<file path="src/rtl/stc_pkg.sv">
// Shared constants, types and helpers for the sixteen-bit timer/counter
package stc_pkg;
  // Register indices on the plain register port
  localparam logic [2:0] STC_ADDR_CTRL = 3'h0;    // Timer control
  localparam logic [2:0] STC_ADDR_CNT_LO = 3'h1;  // Low count byte
  localparam logic [2:0] STC_ADDR_CNT_HI = 3'h2;  // High count byte or its buffer
  localparam logic [2:0] STC_ADDR_FLAGS = 3'h3;   // Overflow flag and its enable
  // Reset values
  localparam logic [7:0] STC_CTRL_RESET = 8'h00;
  localparam logic [15:0] STC_CNT_RESET = 16'h0000;
  localparam logic [7:0] STC_BYTE_ZERO = 8'h00;
  localparam logic [15:0] STC_CNT_MAX = 16'hFFFF;
  localparam logic [15:0] STC_CNT_ONE = 16'h0001;
  // Flags register field positions
  localparam int STC_FLAG_OVF_BIT = 0;
  localparam int STC_FLAG_IE_BIT = 1;
  // System clock select code for the secondary oscillator
  localparam logic [1:0] STC_SYS_CLK_SEC = 2'h1;
  // Core clock timing: instruction cycle is the core clock divided by four
  localparam int STC_CLK_PERIOD_NS = 50;
  localparam logic [1:0] STC_INSTR_LAST = 2'h3;   // Last phase of the divide-by-four
  localparam logic [1:0] STC_DIV_ONE = 2'h1;
  localparam logic [2:0] STC_PRESC_ONE = 3'h1;
  localparam logic [2:0] STC_PRESC_ZERO = 3'h0;

  // Control register image, bit 7 down to bit 0
  typedef struct packed {
    logic wide_access_mode;        // Bit 7
    logic secondary_clock_active;  // Bit 6, read only
    logic [1:0] input_prescale_sel; // Bits 5:4
    logic low_power_osc_enable;    // Bit 3
    logic ext_sync_bypass;         // Bit 2
    logic clock_source_sel;        // Bit 1
    logic count_enable;            // Bit 0
  } stc_ctrl_s;

  // One register port request
  typedef struct packed {
    logic [2:0] addr;
    logic [7:0] wdata;
    logic wr;
    logic rd;
  } stc_bus_s;

  // Last prescaler count for each select code
  function automatic logic [2:0] stc_presc_top(input logic [1:0] sel);
    logic [2:0] top;
    case (sel)
      2'h3: top = 3'h7;
      2'h2: top = 3'h3;
      2'h1: top = 3'h1;
      default: top = 3'h0;
    endcase
    return top;
  endfunction
endpackage

</file>
<file path="src/rtl/stc_timer.sv">
// Sixteen-bit timer/counter with prescaler, buffered access and pin takeover
//
// Summary of operation
// RULE1: Counts only while count enable is set.
// RULE2: Wide mode selects buffered sixteen-bit access.
// RULE3: Status bit shows core clocked from oscillator.
// RULE4: Prescale codes divide input by 1,2,4,8.
// RULE5: Oscillator enable bit turns oscillator on/off.
// RULE6: External input synchronised unless bypass set.
// RULE7: Internal source counts once per instruction cycle.
// RULE8: External source counts on rising input edges.
// RULE9: Enabled timer forces pins input, reads zero.
// RULE10: Low byte read captures high byte.
// RULE11: High writes buffered, low write transfers both.
// RULE12: Wide mode reaches high byte only via buffer.
// RULE13: Low write clears prescaler; high write does not.
// RULE14: Oscillator keeps running in power-managed modes.
// RULE15: Software waits oscillator start-up before use.
// RULE16: Control visible only when alternate select clear.
// RULE17: Secondary clock code clocks core from oscillator.
// RULE18: Rollover to zero sets the overflow flag.
// RULE19: Compare trigger clears counter; writes win.
// RULE20: Trigger clear never sets the overflow flag.
// RULE21: Stopped timer holds; register access still works.
// RULE22: Control register resets to all zero.
`timescale 1ns/1ps
module stc_timer
  import stc_pkg::*;
(
  input wire logic i_ref_clk,
  input wire logic i_rst,
  input wire stc_bus_s i_bus,
  output logic [7:0] o_rdata,
  input wire logic i_alt_reg_sel,
  input wire logic [1:0] i_sys_clk_sel,
  input wire logic i_lp_osc_clk,
  input wire logic i_osc_in_pin,
  input wire logic i_osc_out_pin,
  input wire logic [1:0] i_port_out,
  input wire logic [1:0] i_port_dir_in,
  input wire logic i_cmp_reset,
  output logic o_osc_enable,
  output logic o_sys_clk_from_osc,
  output logic [1:0] o_pin_out,
  output logic [1:0] o_pin_oe,
  output logic [1:0] o_port_read,
  output logic o_overflow_irq
);

  // Stored control fields; the status bit is stored on writes but never read back
  stc_ctrl_s ctrl;
  stc_ctrl_s ctrl_view;        // Control as software reads it
  logic [15:0] cnt;            // Live counter
  logic [15:0] next_cnt;
  logic [7:0] hi_buf;          // High byte buffer for wide access
  logic ovf_flag;              // Sticky overflow flag
  logic ovf_ie;                // Overflow interrupt enable
  logic [1:0] div_cnt;         // Instruction-cycle divider
  logic [2:0] presc_cnt;       // Prescaler count
  logic [2:0] presc_top;       // Prescaler last count
  logic sync_s1;               // Synchroniser first stage
  logic sync_s2;               // Synchroniser second stage
  logic sync_s3;               // Delayed copy for edge detect
  logic raw_q;                 // Previous raw level for bypass edges

  // Decoded accesses
  wire ctrl_sel = (i_bus.addr == STC_ADDR_CTRL) && !i_alt_reg_sel; // RULE16
  wire wr_ctrl = i_bus.wr && ctrl_sel;
  wire wr_lo = i_bus.wr && (i_bus.addr == STC_ADDR_CNT_LO);
  wire wr_hi = i_bus.wr && (i_bus.addr == STC_ADDR_CNT_HI);
  wire wr_flags = i_bus.wr && (i_bus.addr == STC_ADDR_FLAGS);
  wire rd_lo = i_bus.rd && (i_bus.addr == STC_ADDR_CNT_LO);
  wire wide = ctrl.wide_access_mode;
  // Any write that changes the live counter this cycle
  wire cnt_wr = wr_lo || (wr_hi && !wide);

  // Status and oscillator control
  wire sec_run = (i_sys_clk_sel == STC_SYS_CLK_SEC); // RULE3 RULE17
  assign o_sys_clk_from_osc = sec_run; // RULE17
  // The enable is not gated by any power mode, so the crystal keeps running
  assign o_osc_enable = ctrl.low_power_osc_enable; // RULE5 RULE14

  // Counting source selection
  wire ext_level = ctrl.low_power_osc_enable ? i_lp_osc_clk : i_osc_out_pin; // RULE8
  wire inst_tick = (div_cnt == STC_INSTR_LAST); // RULE7
  wire edge_sync = sync_s2 && !sync_s3;
  wire edge_raw = ext_level && !raw_q;
  // Bypass saves two cycles of latency but trusts the input to be clean
  wire ext_tick = ctrl.ext_sync_bypass ? edge_raw : edge_sync; // RULE6
  wire src_tick = ctrl.clock_source_sel ? ext_tick : inst_tick; // RULE7 RULE8
  assign presc_top = stc_presc_top(ctrl.input_prescale_sel);
  wire presc_tick = src_tick && (presc_cnt == presc_top); // RULE4
  wire cnt_inc = ctrl.count_enable && presc_tick; // RULE1
  wire ovf_evt = cnt_inc && !cnt_wr && !i_cmp_reset && (cnt == STC_CNT_MAX); // RULE18 RULE20
  wire clr_ovf = wr_flags && i_bus.wdata[STC_FLAG_OVF_BIT];

  // Read view of control with the live status bit
  always_comb
  begin
    ctrl_view = ctrl;
    ctrl_view.secondary_clock_active = sec_run; // RULE3
  end

  // Read mux; the high address shows the buffer in wide mode
  wire [7:0] hi_view = wide ? hi_buf : cnt[15:8]; // RULE12
  wire [7:0] flags_view = {6'h00, ovf_ie, ovf_flag};
  wire [7:0] rd_mux =
    ctrl_sel ? ctrl_view :
    (i_bus.addr == STC_ADDR_CNT_LO) ? cnt[7:0] :
    (i_bus.addr == STC_ADDR_CNT_HI) ? hi_view :
    (i_bus.addr == STC_ADDR_FLAGS) ? flags_view : STC_BYTE_ZERO;

  // Next counter value: a write beats the trigger, which beats counting
  always_comb
  begin
    next_cnt = cnt;
    if (wr_lo)
    begin
      // Wide mode moves the buffer into the high byte at the same time
      next_cnt = wide ? {hi_buf, i_bus.wdata} : {cnt[15:8], i_bus.wdata}; // RULE2 RULE11
    end
    else if (wr_hi && !wide)
    begin
      next_cnt = {i_bus.wdata, cnt[7:0]}; // RULE2
    end
    else if (i_cmp_reset)
    begin
      next_cnt = STC_CNT_RESET; // RULE19
    end
    else if (cnt_inc)
    begin
      next_cnt = cnt + STC_CNT_ONE; // RULE18
    end
  end

  // Control register; everything clears at reset
  always_ff @(posedge i_ref_clk or posedge i_rst)
  begin
    if (i_rst)
      ctrl <= stc_ctrl_s'(STC_CTRL_RESET); // RULE22
    else if (wr_ctrl)
      ctrl <= stc_ctrl_s'(i_bus.wdata);
  end

  // Counter; holds whenever nothing above changes it
  always_ff @(posedge i_ref_clk or posedge i_rst)
  begin
    if (i_rst)
      cnt <= STC_CNT_RESET;
    else
      cnt <= next_cnt; // RULE21
  end

  // High byte buffer: in wide mode only, written by high byte writes and loaded by low byte reads
  always_ff @(posedge i_ref_clk or posedge i_rst)
  begin
    if (i_rst)
      hi_buf <= STC_BYTE_ZERO;
    else if (wr_hi && wide)
      hi_buf <= i_bus.wdata; // RULE11
    else if (rd_lo && wide)
      hi_buf <= cnt[15:8]; // RULE10
  end

  // Sticky overflow flag: a new overflow wins over a clear
  always_ff @(posedge i_ref_clk or posedge i_rst)
  begin
    if (i_rst)
    begin
      ovf_flag <= 1'b0;
      ovf_ie <= 1'b0;
    end
    else
    begin
      if (ovf_evt)
        ovf_flag <= 1'b1; // RULE18
      else if (clr_ovf)
        ovf_flag <= 1'b0;
      if (wr_flags)
        ovf_ie <= i_bus.wdata[STC_FLAG_IE_BIT];
    end
  end

  // Interrupt request only when enabled
  assign o_overflow_irq = ovf_flag && ovf_ie; // RULE18

  // Instruction-cycle divider runs freely off the core clock
  always_ff @(posedge i_ref_clk or posedge i_rst)
  begin
    if (i_rst)
      div_cnt <= 2'h0;
    else
      div_cnt <= div_cnt + STC_DIV_ONE; // RULE7
  end

  // Prescaler; only a low byte write clears it
  always_ff @(posedge i_ref_clk or posedge i_rst)
  begin
    if (i_rst)
      presc_cnt <= STC_PRESC_ZERO;
    else if (wr_lo)
      presc_cnt <= STC_PRESC_ZERO; // RULE13
    else if (src_tick && ctrl.count_enable)
      presc_cnt <= presc_tick ? STC_PRESC_ZERO : presc_cnt + STC_PRESC_ONE; // RULE4
  end

  // Edge detection of the external source, synchronised or raw
  always_ff @(posedge i_ref_clk or posedge i_rst)
  begin
    if (i_rst)
    begin
      sync_s1 <= 1'b0;
      sync_s2 <= 1'b0;
      sync_s3 <= 1'b0;
      raw_q <= 1'b0;
    end
    else
    begin
      sync_s1 <= ext_level; // RULE6
      sync_s2 <= sync_s1;
      sync_s3 <= sync_s2;
      raw_q <= ext_level;
    end
  end

  // Registered read data and pin takeover
  always_ff @(posedge i_ref_clk or posedge i_rst)
  begin
    if (i_rst)
    begin
      o_rdata <= STC_BYTE_ZERO;
      o_pin_out <= 2'h0;
      o_pin_oe <= 2'h0;
      o_port_read <= 2'h0;
    end
    else
    begin
      o_rdata <= i_bus.rd ? rd_mux : STC_BYTE_ZERO;
      o_pin_out <= i_port_out;
      // Enabled timer owns both pins, so the direction bits are ignored
      o_pin_oe <= ctrl.count_enable ? 2'h0 : ~i_port_dir_in; // RULE9
      o_port_read <= ctrl.count_enable ? 2'h0 : {i_osc_in_pin, i_osc_out_pin}; // RULE9
    end
  end

  // Assertion helper: source ticks seen since the last count, kept across stops
  logic [3:0] tick_gap;
  logic gap_valid;            // Low once the prescale code changed in mid-count
  wire stc_ctrl_s wdata_ctrl = stc_ctrl_s'(i_bus.wdata); // Write data as control fields
  wire [3:0] gap_expect = (4'h1 << ctrl.input_prescale_sel) - 4'h1; // Ticks before a count
  wire code_change = wr_ctrl && (wdata_ctrl.input_prescale_sel != ctrl.input_prescale_sel);

  // Tracks the prescaler independently; a code change with a partial count
  // leaves the ratio undefined until the next low byte write
  always_ff @(posedge i_ref_clk or posedge i_rst)
  begin
    if (i_rst)
    begin
      tick_gap <= 4'h0;
      gap_valid <= 1'b1;
    end
    else
    begin
      if (wr_lo || cnt_inc)
        tick_gap <= 4'h0;
      else if (src_tick && ctrl.count_enable)
        tick_gap <= tick_gap + 4'h1;
      if (wr_lo)
        gap_valid <= 1'b1;
      else if (code_change && ((tick_gap != 4'h0) || (src_tick && ctrl.count_enable)))
        gap_valid <= 1'b0;
    end
  end
endmodule

</file>
<file path="config.mk">
export PLATFORM = sky130hd
export DESIGN_NAME = stc_timer
export DESIGN_NICKNAME = d
export VERILOG_FILES = /design/src/rtl/stc_pkg.sv /design/src/rtl/stc_timer.sv
export SDC_FILE = /design/constraint.sdc
export NUM_CORES = 1
export LEC_CHECK = 0
export BUFFER_PORTS_ARGS = -buffer_cell sky130_fd_sc_hd__buf_4
export CAP_MARGIN = 5
export CORE_MARGIN = 5
export CORE_UTILIZATION = 61
export CTS_CLUSTER_DIAMETER = 30
export DETAILED_ROUTE_END_ITERATION = 7
export PLACE_DENSITY_LB_ADDON = 0.15
export SLEW_MARGIN = 40
export SYNTH_ARGS = -nofsm -noshare
export SYNTH_HDL_FRONTEND = slang
export SYNTH_SLANG_ARGS = --single-unit
export TNS_END_PERCENT = 5
</file>
<file path="constraint.sdc">
create_clock -name i_ref_clk -period 3.8 [get_ports i_ref_clk]
set_clock_uncertainty 0.15 [all_clocks]
set_input_delay 0.19 -clock i_ref_clk [delete_from_list [all_inputs] [get_ports i_ref_clk]]
set_output_delay 0.19 -clock i_ref_clk [all_outputs]
set_load 0.02 [all_outputs]
</file>
==> flow_summary.ini, run 1 <==
[outcome]
status = complete, no violations

[logic_synthesis]
synth_cells = 307
synthArstFlopShare = 1.00
synth-seq-cells = 55
ys_seq_area_frac = 0.466
synth_nets = 336
syn_area_sq_um = 2950
synth_edf_count = 0
yosysWarnings = 0
synth_ff_type = dfrtp_1
syn_avg_cell_area_sq_um = 9.61
yosysUniqueCellTypes = 54

[pwr]
p_comb_frac = 0.222
clkPwrFrac = 0.272
power_per_cell_area_nw_per_um2 = 421
p_int_mw = 1.03
sequentialPowerShare = 0.506
switching_share = 0.320
vdd_drop_max_mv = 0.296
leakagePower_nw = 1.52
p_sw_uw = 484

[timing]
finalCritPeriodShare = 0.676
report.final.slew_viol_count = 0
rsz0062_at_grt = false
setup-tns-final_ns = 0
layout_setup_ws_ns = 1.23
hold_viol = 0
worstMarginPinSlew_ns = 0.797
finalSetupViolCount = 0
max_freq_ghz = 0.389
maxSlewHeadroom = 0.465
min_period_ns = 2.57

[floorplanning]
die_y_um = 79.6
rows = 25
dieArea_sq_um = 6330
die_width_um = 79.6
initial_core_util = 0.625
num_io_pins = 43
core_sq_um = 4720

[cts]
htreeDepth = 2
cts_setup_buffers = 0
clk_pin_slew_ns = 0.11
clkLatencyLatePin_ns = 0.32
ctsHoldBuffers = 16
clock-root-buffer = clkbuf_8
cts_tree = done
numCtsBuffers = 5
cts_num_sinks = 55
cts_max_path_buffers = 2
cts-resized-gates = 0

[drt]
drtIter0Drc = 244
routedWlPerCell_um = 18.1
drtAntennaViolNets = 0
drcViolationCount = 0
firstDrtPassIters = 5
vias = 2680
viasPerCell = 6.26
drt-total-wl_mm = 7.75

[critical_path]
slowest_delay_ns = 0.71
cp.arrival_ns = 2.66
endpoint_kind = flip-flop
cp_cell_sequence = nor3b_1 > o21a_1 > nor2_1 > nand2_1 > o31a_1 > o21ai_0
worstPathRequired_ns = 3.89
start_kind = flip-flop
cp_slowest_cell = dfrtp_1
path_max_fanout = 13
critPathKind = reg -> reg

[placement]
hpwl_mm = 5.51
dpl.cell_count = 404
post_dp_cell_area_sq_um = 3310
port_buffers = 42
place_congestion = 0.940
place_ws_ns = 1.33

[final_layout]
drive_above_1_share = 0.202
n_antenna_cell = 0
nFillCells = 336
final_cells = 428
layout.nets = 389
final_core_util = 0.761
area_delta_synth_final_pct = 21.7
fin_area_sq_um = 3590

[global_route]
grt_pass1_vias = 2548
grt_util_all_layers = 0.261
antenna_found_initial = 0
grt_pass1_wl_mm = 12.7
overflow = 0
grt_max_degree = 39

[run]
drv_cap = 0

[min_path]
hold_class = in -> reg
[metal layers]
layer  vias to the layer above  routed length, um  GRT usage
met2                       162               3670      0.424
met3                        19                680     0.0451
met4                         0                180     0.0997
met1                      1261               3220      0.348
li1                       1238                  -          -
met5                         -                  0          0
[cells in the mapped netlist, drive strengths merged (3+ instances only)]
library cell   n  share of area
dfrtp         55           0.47
o21ai         29          0.049
nand2         28          0.036
nor2          28          0.036
a21oi         18          0.032
mux2i         16          0.054
inv           14          0.018
a22oi         11          0.028
clkbuf         9          0.011
nand3          8          0.014
mux2           7          0.027
nor3           7          0.012
a221oi         6          0.018
nor2b          6          0.013
o22ai          6          0.013
buf            5         0.0076
and2           4         0.0085
o31ai          4          0.010
and4           3         0.0089
ha             3          0.013
nand4          3          0.011
or2            3         0.0081
[sequential cells by signal, summed over array words and instances (netlist names)]
signal        count
cnt              16
hi_buf            8
o_rdata           8
ctrl              5
presc_cnt         3
div_cnt           2
o_pin_oe          2
o_pin_out         2
o_port_read       2
o_osc_enable      1
ovf_flag          1
ovf_ie            1
raw_q             1
sync_s2           1
sync_s3           1
wide              1
[critical path: cells and delay by family, from the launching register on]
family | cells | cell delay, ns
AND/OR/NAND/NOR | 3 | 0.97
AO/OA/AOI/OAI | 3 | 0.65
flip-flops | 1 | 0.71
[path summary, 6_finish.rpt]
path,from,slack [ns],endpoint,cells after the start
max in group asynchronous,i_rst,2.46,cnt[13],4
worst min register to register,sync_s2,0.26,sync_s3,0
worst max register to register,wide,1.23,cnt[12],6
worst min-delay path,i_bus[0],0.13,o_rdata[0],3
worst max-delay path,wide,1.23,cnt[12],6
min in group asynchronous,i_rst,0.35,o_port_read[0],3
[cell type report]
type,count,area (sq um),area share
Multi-Input combinational cell,223,1470,0.408
Sequential cell,55,1380,0.383
Timing Repair Buffer,60,490,0.137
Tap cell,67,83.8,0.0233
Clock buffer,5,68.8,0.0192
Inverter,15,57.6,0.0160
Clock inverter,3,50.0,0.0139
[power by group through the flow]
stage | clock network, mW | registers [mW] | logic, mW
after CTS | 0.421 | 0.760 | 0.333
after detailed placement | 0 | 0.771 | 0.319
after global placement | 0 | 0.769 | 0.308
after global routing | 0.444 | 0.776 | 0.372
after floorplan | 0 | 0.751 | 0.225
final | 0.412 | 0.765 | 0.336
[stage by stage]
stage	power, mW	hold WS [ns]
floorplan	0.976	0.0714
global placement	1.08	0.149
detailed placement	1.09	0.150
CTS	1.51	0.105
global route	1.59	0.148
finish	1.51	0.135
[layout by cell type, fill, tap and decap left out, drive strengths merged, types with 2 or more instances in the layout]
master       Yosys  layout
a21oi           18      18
a221oi           6       6
a22oi           11      11
a32oi            2       2
and2             4       4
and3             2       2
and4             3       3
buf              5      44
clkbuf           9       5
clkinv           1       2
dfrtp           55      55
dlygate4sd3      0      16
ha               3       3
inv             14      15
mux2             7       7
mux2i           16      16
nand2           28      28
nand3            8       8
nand4            3       3
nor2            28      28
nor2b            6       6
nor3             7       7
nor3b            2       2
nor4             2       2
o211ai           2       2
o21a             2       2
o21ai           29      29
o22ai            6       6
o311ai           2       2
o31ai            4       4
or2              3       3
or3              2       2
or3b             2       2
[cells by family after synthesis]
logic type               synth area share
AND/OR/NAND/NOR                     0.186
buffers and inverters              0.0381
AO/OA/AOI/OAI                       0.213
XOR/XNOR                          0.00297
adder cells (fa/ha/maj)            0.0127
flip-flops                          0.466
multiplexers                       0.0810
No activity file was read; power rests on OpenSTA's default activity.
==> run 2, diff against run 1 <==
- ABC_AREA: unset -> 1
- CORE_UTILIZATION: 61 -> 58
- clock period: 3.8 -> 2.65 ns (I/O delays scaled with it)
==> run 2 against run 1 <==
  * The run now ends with negative hold slack left
  * Sequential share of layout area shrank 1.7 points
  * First-iteration DRC count grew 43%
  * Maximum frequency rose by 37%
  * Routed wire length rose by 12%
  * Combinational power rose by 72%
  * Non-clock buffer count is 2 lower
  * Count of clock-buffer cells in the layout increased by 1
  * Cell area increased by 4.7%
  * Sequential power up 48%
  * Register-to-register slack got worse by 0.46 ns
  * Worst hold slack worse by 0.14 ns
  * Largest power group unchanged
==> flow_summary.ini, run 2 <==
[logic_synthesis]
synth-seq-cells = 55
yosys.area.top_type = dfrtp_1
yosysWarnings = 0
yosysUniqueCellTypes = 36
netlist_top_cells_count = 126 x nand2_1, 55 x dfrtp_1, 50 x inv_1, 41 x nand3_1, 33 x o21ai_0
synth_top_area_share = 0.436
synth.area.top_cells = dfrtp_1 44%, nand2_1 15%, nand3_1 6.5%
synth_ff_type = dfrtp_1
syn_area_sq_um = 3160
synth_nets = 450
syn_avg_cell_area_sq_um = 7.50
synth_cells = 421
ys_seq_area_frac = 0.436
synth_most_common_cell = nand2_1
synth_edf_count = 0
synthArstFlopShare = 1.00

[cts]
cts_num_sinks = 55
cts_setup_buffers = 0
numCtsBuffers = 5
cts_max_path_buffers = 2
clk_pin_slew_ns = 0.11
clock-root-buffer = clkbuf_8
htreeDepth = 2
clkLatencyLatePin_ns = 0.32
cts_tree = done
cts-resized-gates = 0

[timing]
finalSetupViolCount = 0
holdWs_ns = -0.00269
min_period_ns = 1.88
report.final.slew_viol_count = 0
hold_viol = 1
setup-tns-final_ns = 0
max_freq_ghz = 0.533
worstMarginPinSlew_ns = 0.671
maxSlewHeadroom = 0.552
rsz0062_at_grt = false
finalCritPeriodShare = 0.708

[drt]
drt-total-wl_mm = 8.69
drtIter0Drc = 348
firstDrtPassIters = 5
drtAntennaViolNets = 0
viasPerCell = 5.68
vias = 3114
drcViolationCount = 0
routedWlPerCell_um = 15.8

[pwr]
leakagePower_nw = 1.91
p_int_mw = 1.43
switching_share = 0.357
sequentialPowerShare = 0.511
vdd_drop_max_mv = 0.388
p_sw_uw = 790
clkPwrFrac = 0.229
p_comb_frac = 0.260
power_per_cell_area_nw_per_um2 = 589

[critical_path]
rrSetupSlack_ns = 0.77
reg2reg_to = cnt[14]
path_max_fanout = 5
cp_cell_sequence = ha_1 > nand2_1 > nor2_2 > nand3_1 > nor2_1 > nand2_1 > nand3_1 > nand2_1 > nand3_1 > nand2_1
start_kind = flip-flop
crit_path_frequent_cell = nand2_1
slowest_delay_ns = 0.43
crit_path_end = cnt[14]
r2r_cells = 10
endpoint_kind = flip-flop
worstPathRequired_ns = 2.71
path_buf_inv = 0
worst_r2r_startpoint = cnt[1]
crit_family = simple AND/OR/NAND/NOR gates
cp.depth = 10
critPathKind = reg -> reg
startpoint = cnt[1]
cp_slowest_cell = dfrtp_1
cp.arrival_ns = 1.93

[floorplanning]
die_width_um = 83.8
num_io_pins = 43
die_y_um = 83.8
dieArea_sq_um = 7020
rows = 26
core_sq_um = 5200
initial_core_util = 0.607

[global_route]
use_met1 = 0.384
met3_usage = 0.0503
grt_pass1_wl_mm = 14.6
use_met2 = 0.384
grt_max_degree = 56
grt-busiest-layer = met1
overflow = 0
antenna_found_initial = 0
grt_util_all_layers = 0.259
grt_pass1_vias = 2853

[final_layout]
area_delta_synth_final_pct = 19.1
final_cells = 548
most-common-layout-cells = 126 x nand2_1, 55 x dfrtp_1, 49 x inv_1, 45 x buf_4, 41 x nand3_1
reg_top3 = cnt: 16 flops, hi_buf: 8 flops, o_rdata: 8 flops
largest_register_ff_count = 16
top_register = cnt
drive_above_1_share = 0.167
layout_commonest_cell = nand2_1
nFillCells = 431
n_antenna_cell = 0
layout.nets = 506

[run]
drv_cap = 0

[placement]
place_congestion = 0.946
hpwl_mm = 6.44
port_buffers = 42
dpl.cell_count = 527

[outcome]
status = finished, violations left
violations = negative hold slack

[min_path]
hold_class = in -> reg
[run 2: cell types whose count changed after synthesis, sizes merged, moves of 7 or more]
cell	change
a21oi	-14
inv	+41
mux2	-7
mux2i	-16
nand2	+104
nand3	+41
o21ai	+17
o221ai	+7
[run 2: routing by layer]
layer  share of wire  wire length, um  vias up
li1                -                -     1487
met1            0.45             3920     1445
met2            0.44             3810      166
met3           0.091              792       16
met4           0.018              158        0
met5               0                0        -
[run 2: worst min-delay path by stage]
stage / start / to / slack [ns] / cells after the start
2_1_floorplan: i_port_out[0] / o_pin_out[0] / 0.01 / 0
3_3_place_gp: i_port_out[0] / o_pin_out[0] / 0.09 / 1
3_5_place_dp: i_port_out[0] / o_pin_out[0] / 0.09 / 1
4_1_cts: i_bus[2] / ctrl[0] / 0.005 / 3
5_1_grt: i_bus[2] / ctrl[0] / 0.009 / 3
6_report: i_bus[2] / ctrl[0] / -0.003 / 3
[run 2: through the flow]
step                worst slack [ns]  utilization  instance area (sq um)  power [mW]
global route                   0.589        0.723                   3760        2.35
detailed placement             0.830        0.679                   3530        1.69
CTS                            0.801        0.723                   3760        2.21
floorplan                      0.963            -                   3160        1.49
finish                         0.773        0.723                   3760        2.22
global placement               0.888        0.679                   3530        1.68
[run 2: worst reg2reg max path, cell delays in order, from the launching register on]
cell and delay (ns):
dfrtp_1 0.43, ha_1 0.21, nand2_1 0.09, nor2_2 0.20
nand3_1 0.18, nor2_1 0.17, nand2_1 0.07, nand3_1 0.08
nand2_1 0.05, nand3_1 0.08, nand2_1 0.06
[run 2: what timing repair did]
action / CTS / global route
endpoints found under the hold margin: 71 / 0
endpoints found under the setup margin: 0 / 0
hold buffers: 13 / 0
[run 2: logic make-up (layout without fill, tap and decap cells)]
logic type | Yosys count | after routing | synth area share
and+or+nand+nor | 223 | 223 | 0.326
AOI/OAI and AO/OA | 72 | 72 | 0.134
buffers and inverters | 65 | 122 | 0.0844
DFF | 55 | 55 | 0.436
adders and majority gates | 3 | 3 | 0.0119
xor gates and xnor gates | 3 | 3 | 0.00832
[run 2: layout make-up]
class / count / area [sq um] / area share
multi-input cells: 301 / 1520 / 0.403
flip-flops and latches: 55 / 1380 / 0.366
repair buffers: 58 / 468 / 0.124
inverters: 56 / 215 / 0.0572
well taps: 70 / 87.6 / 0.0233
clock buffers: 6 / 82.6 / 0.0219
clock inverters: 2 / 17.5 / 0.00466
[run 2: power groups by stage]
stage	clock network, mW	logic [mW]	registers, mW
after global routing	0.550	0.648	1.15
after global placement	0	0.540	1.14
after floorplan	0	0.375	1.11
final	0.507	0.577	1.13
after CTS	0.516	0.571	1.13
after detailed placement	0	0.552	1.14
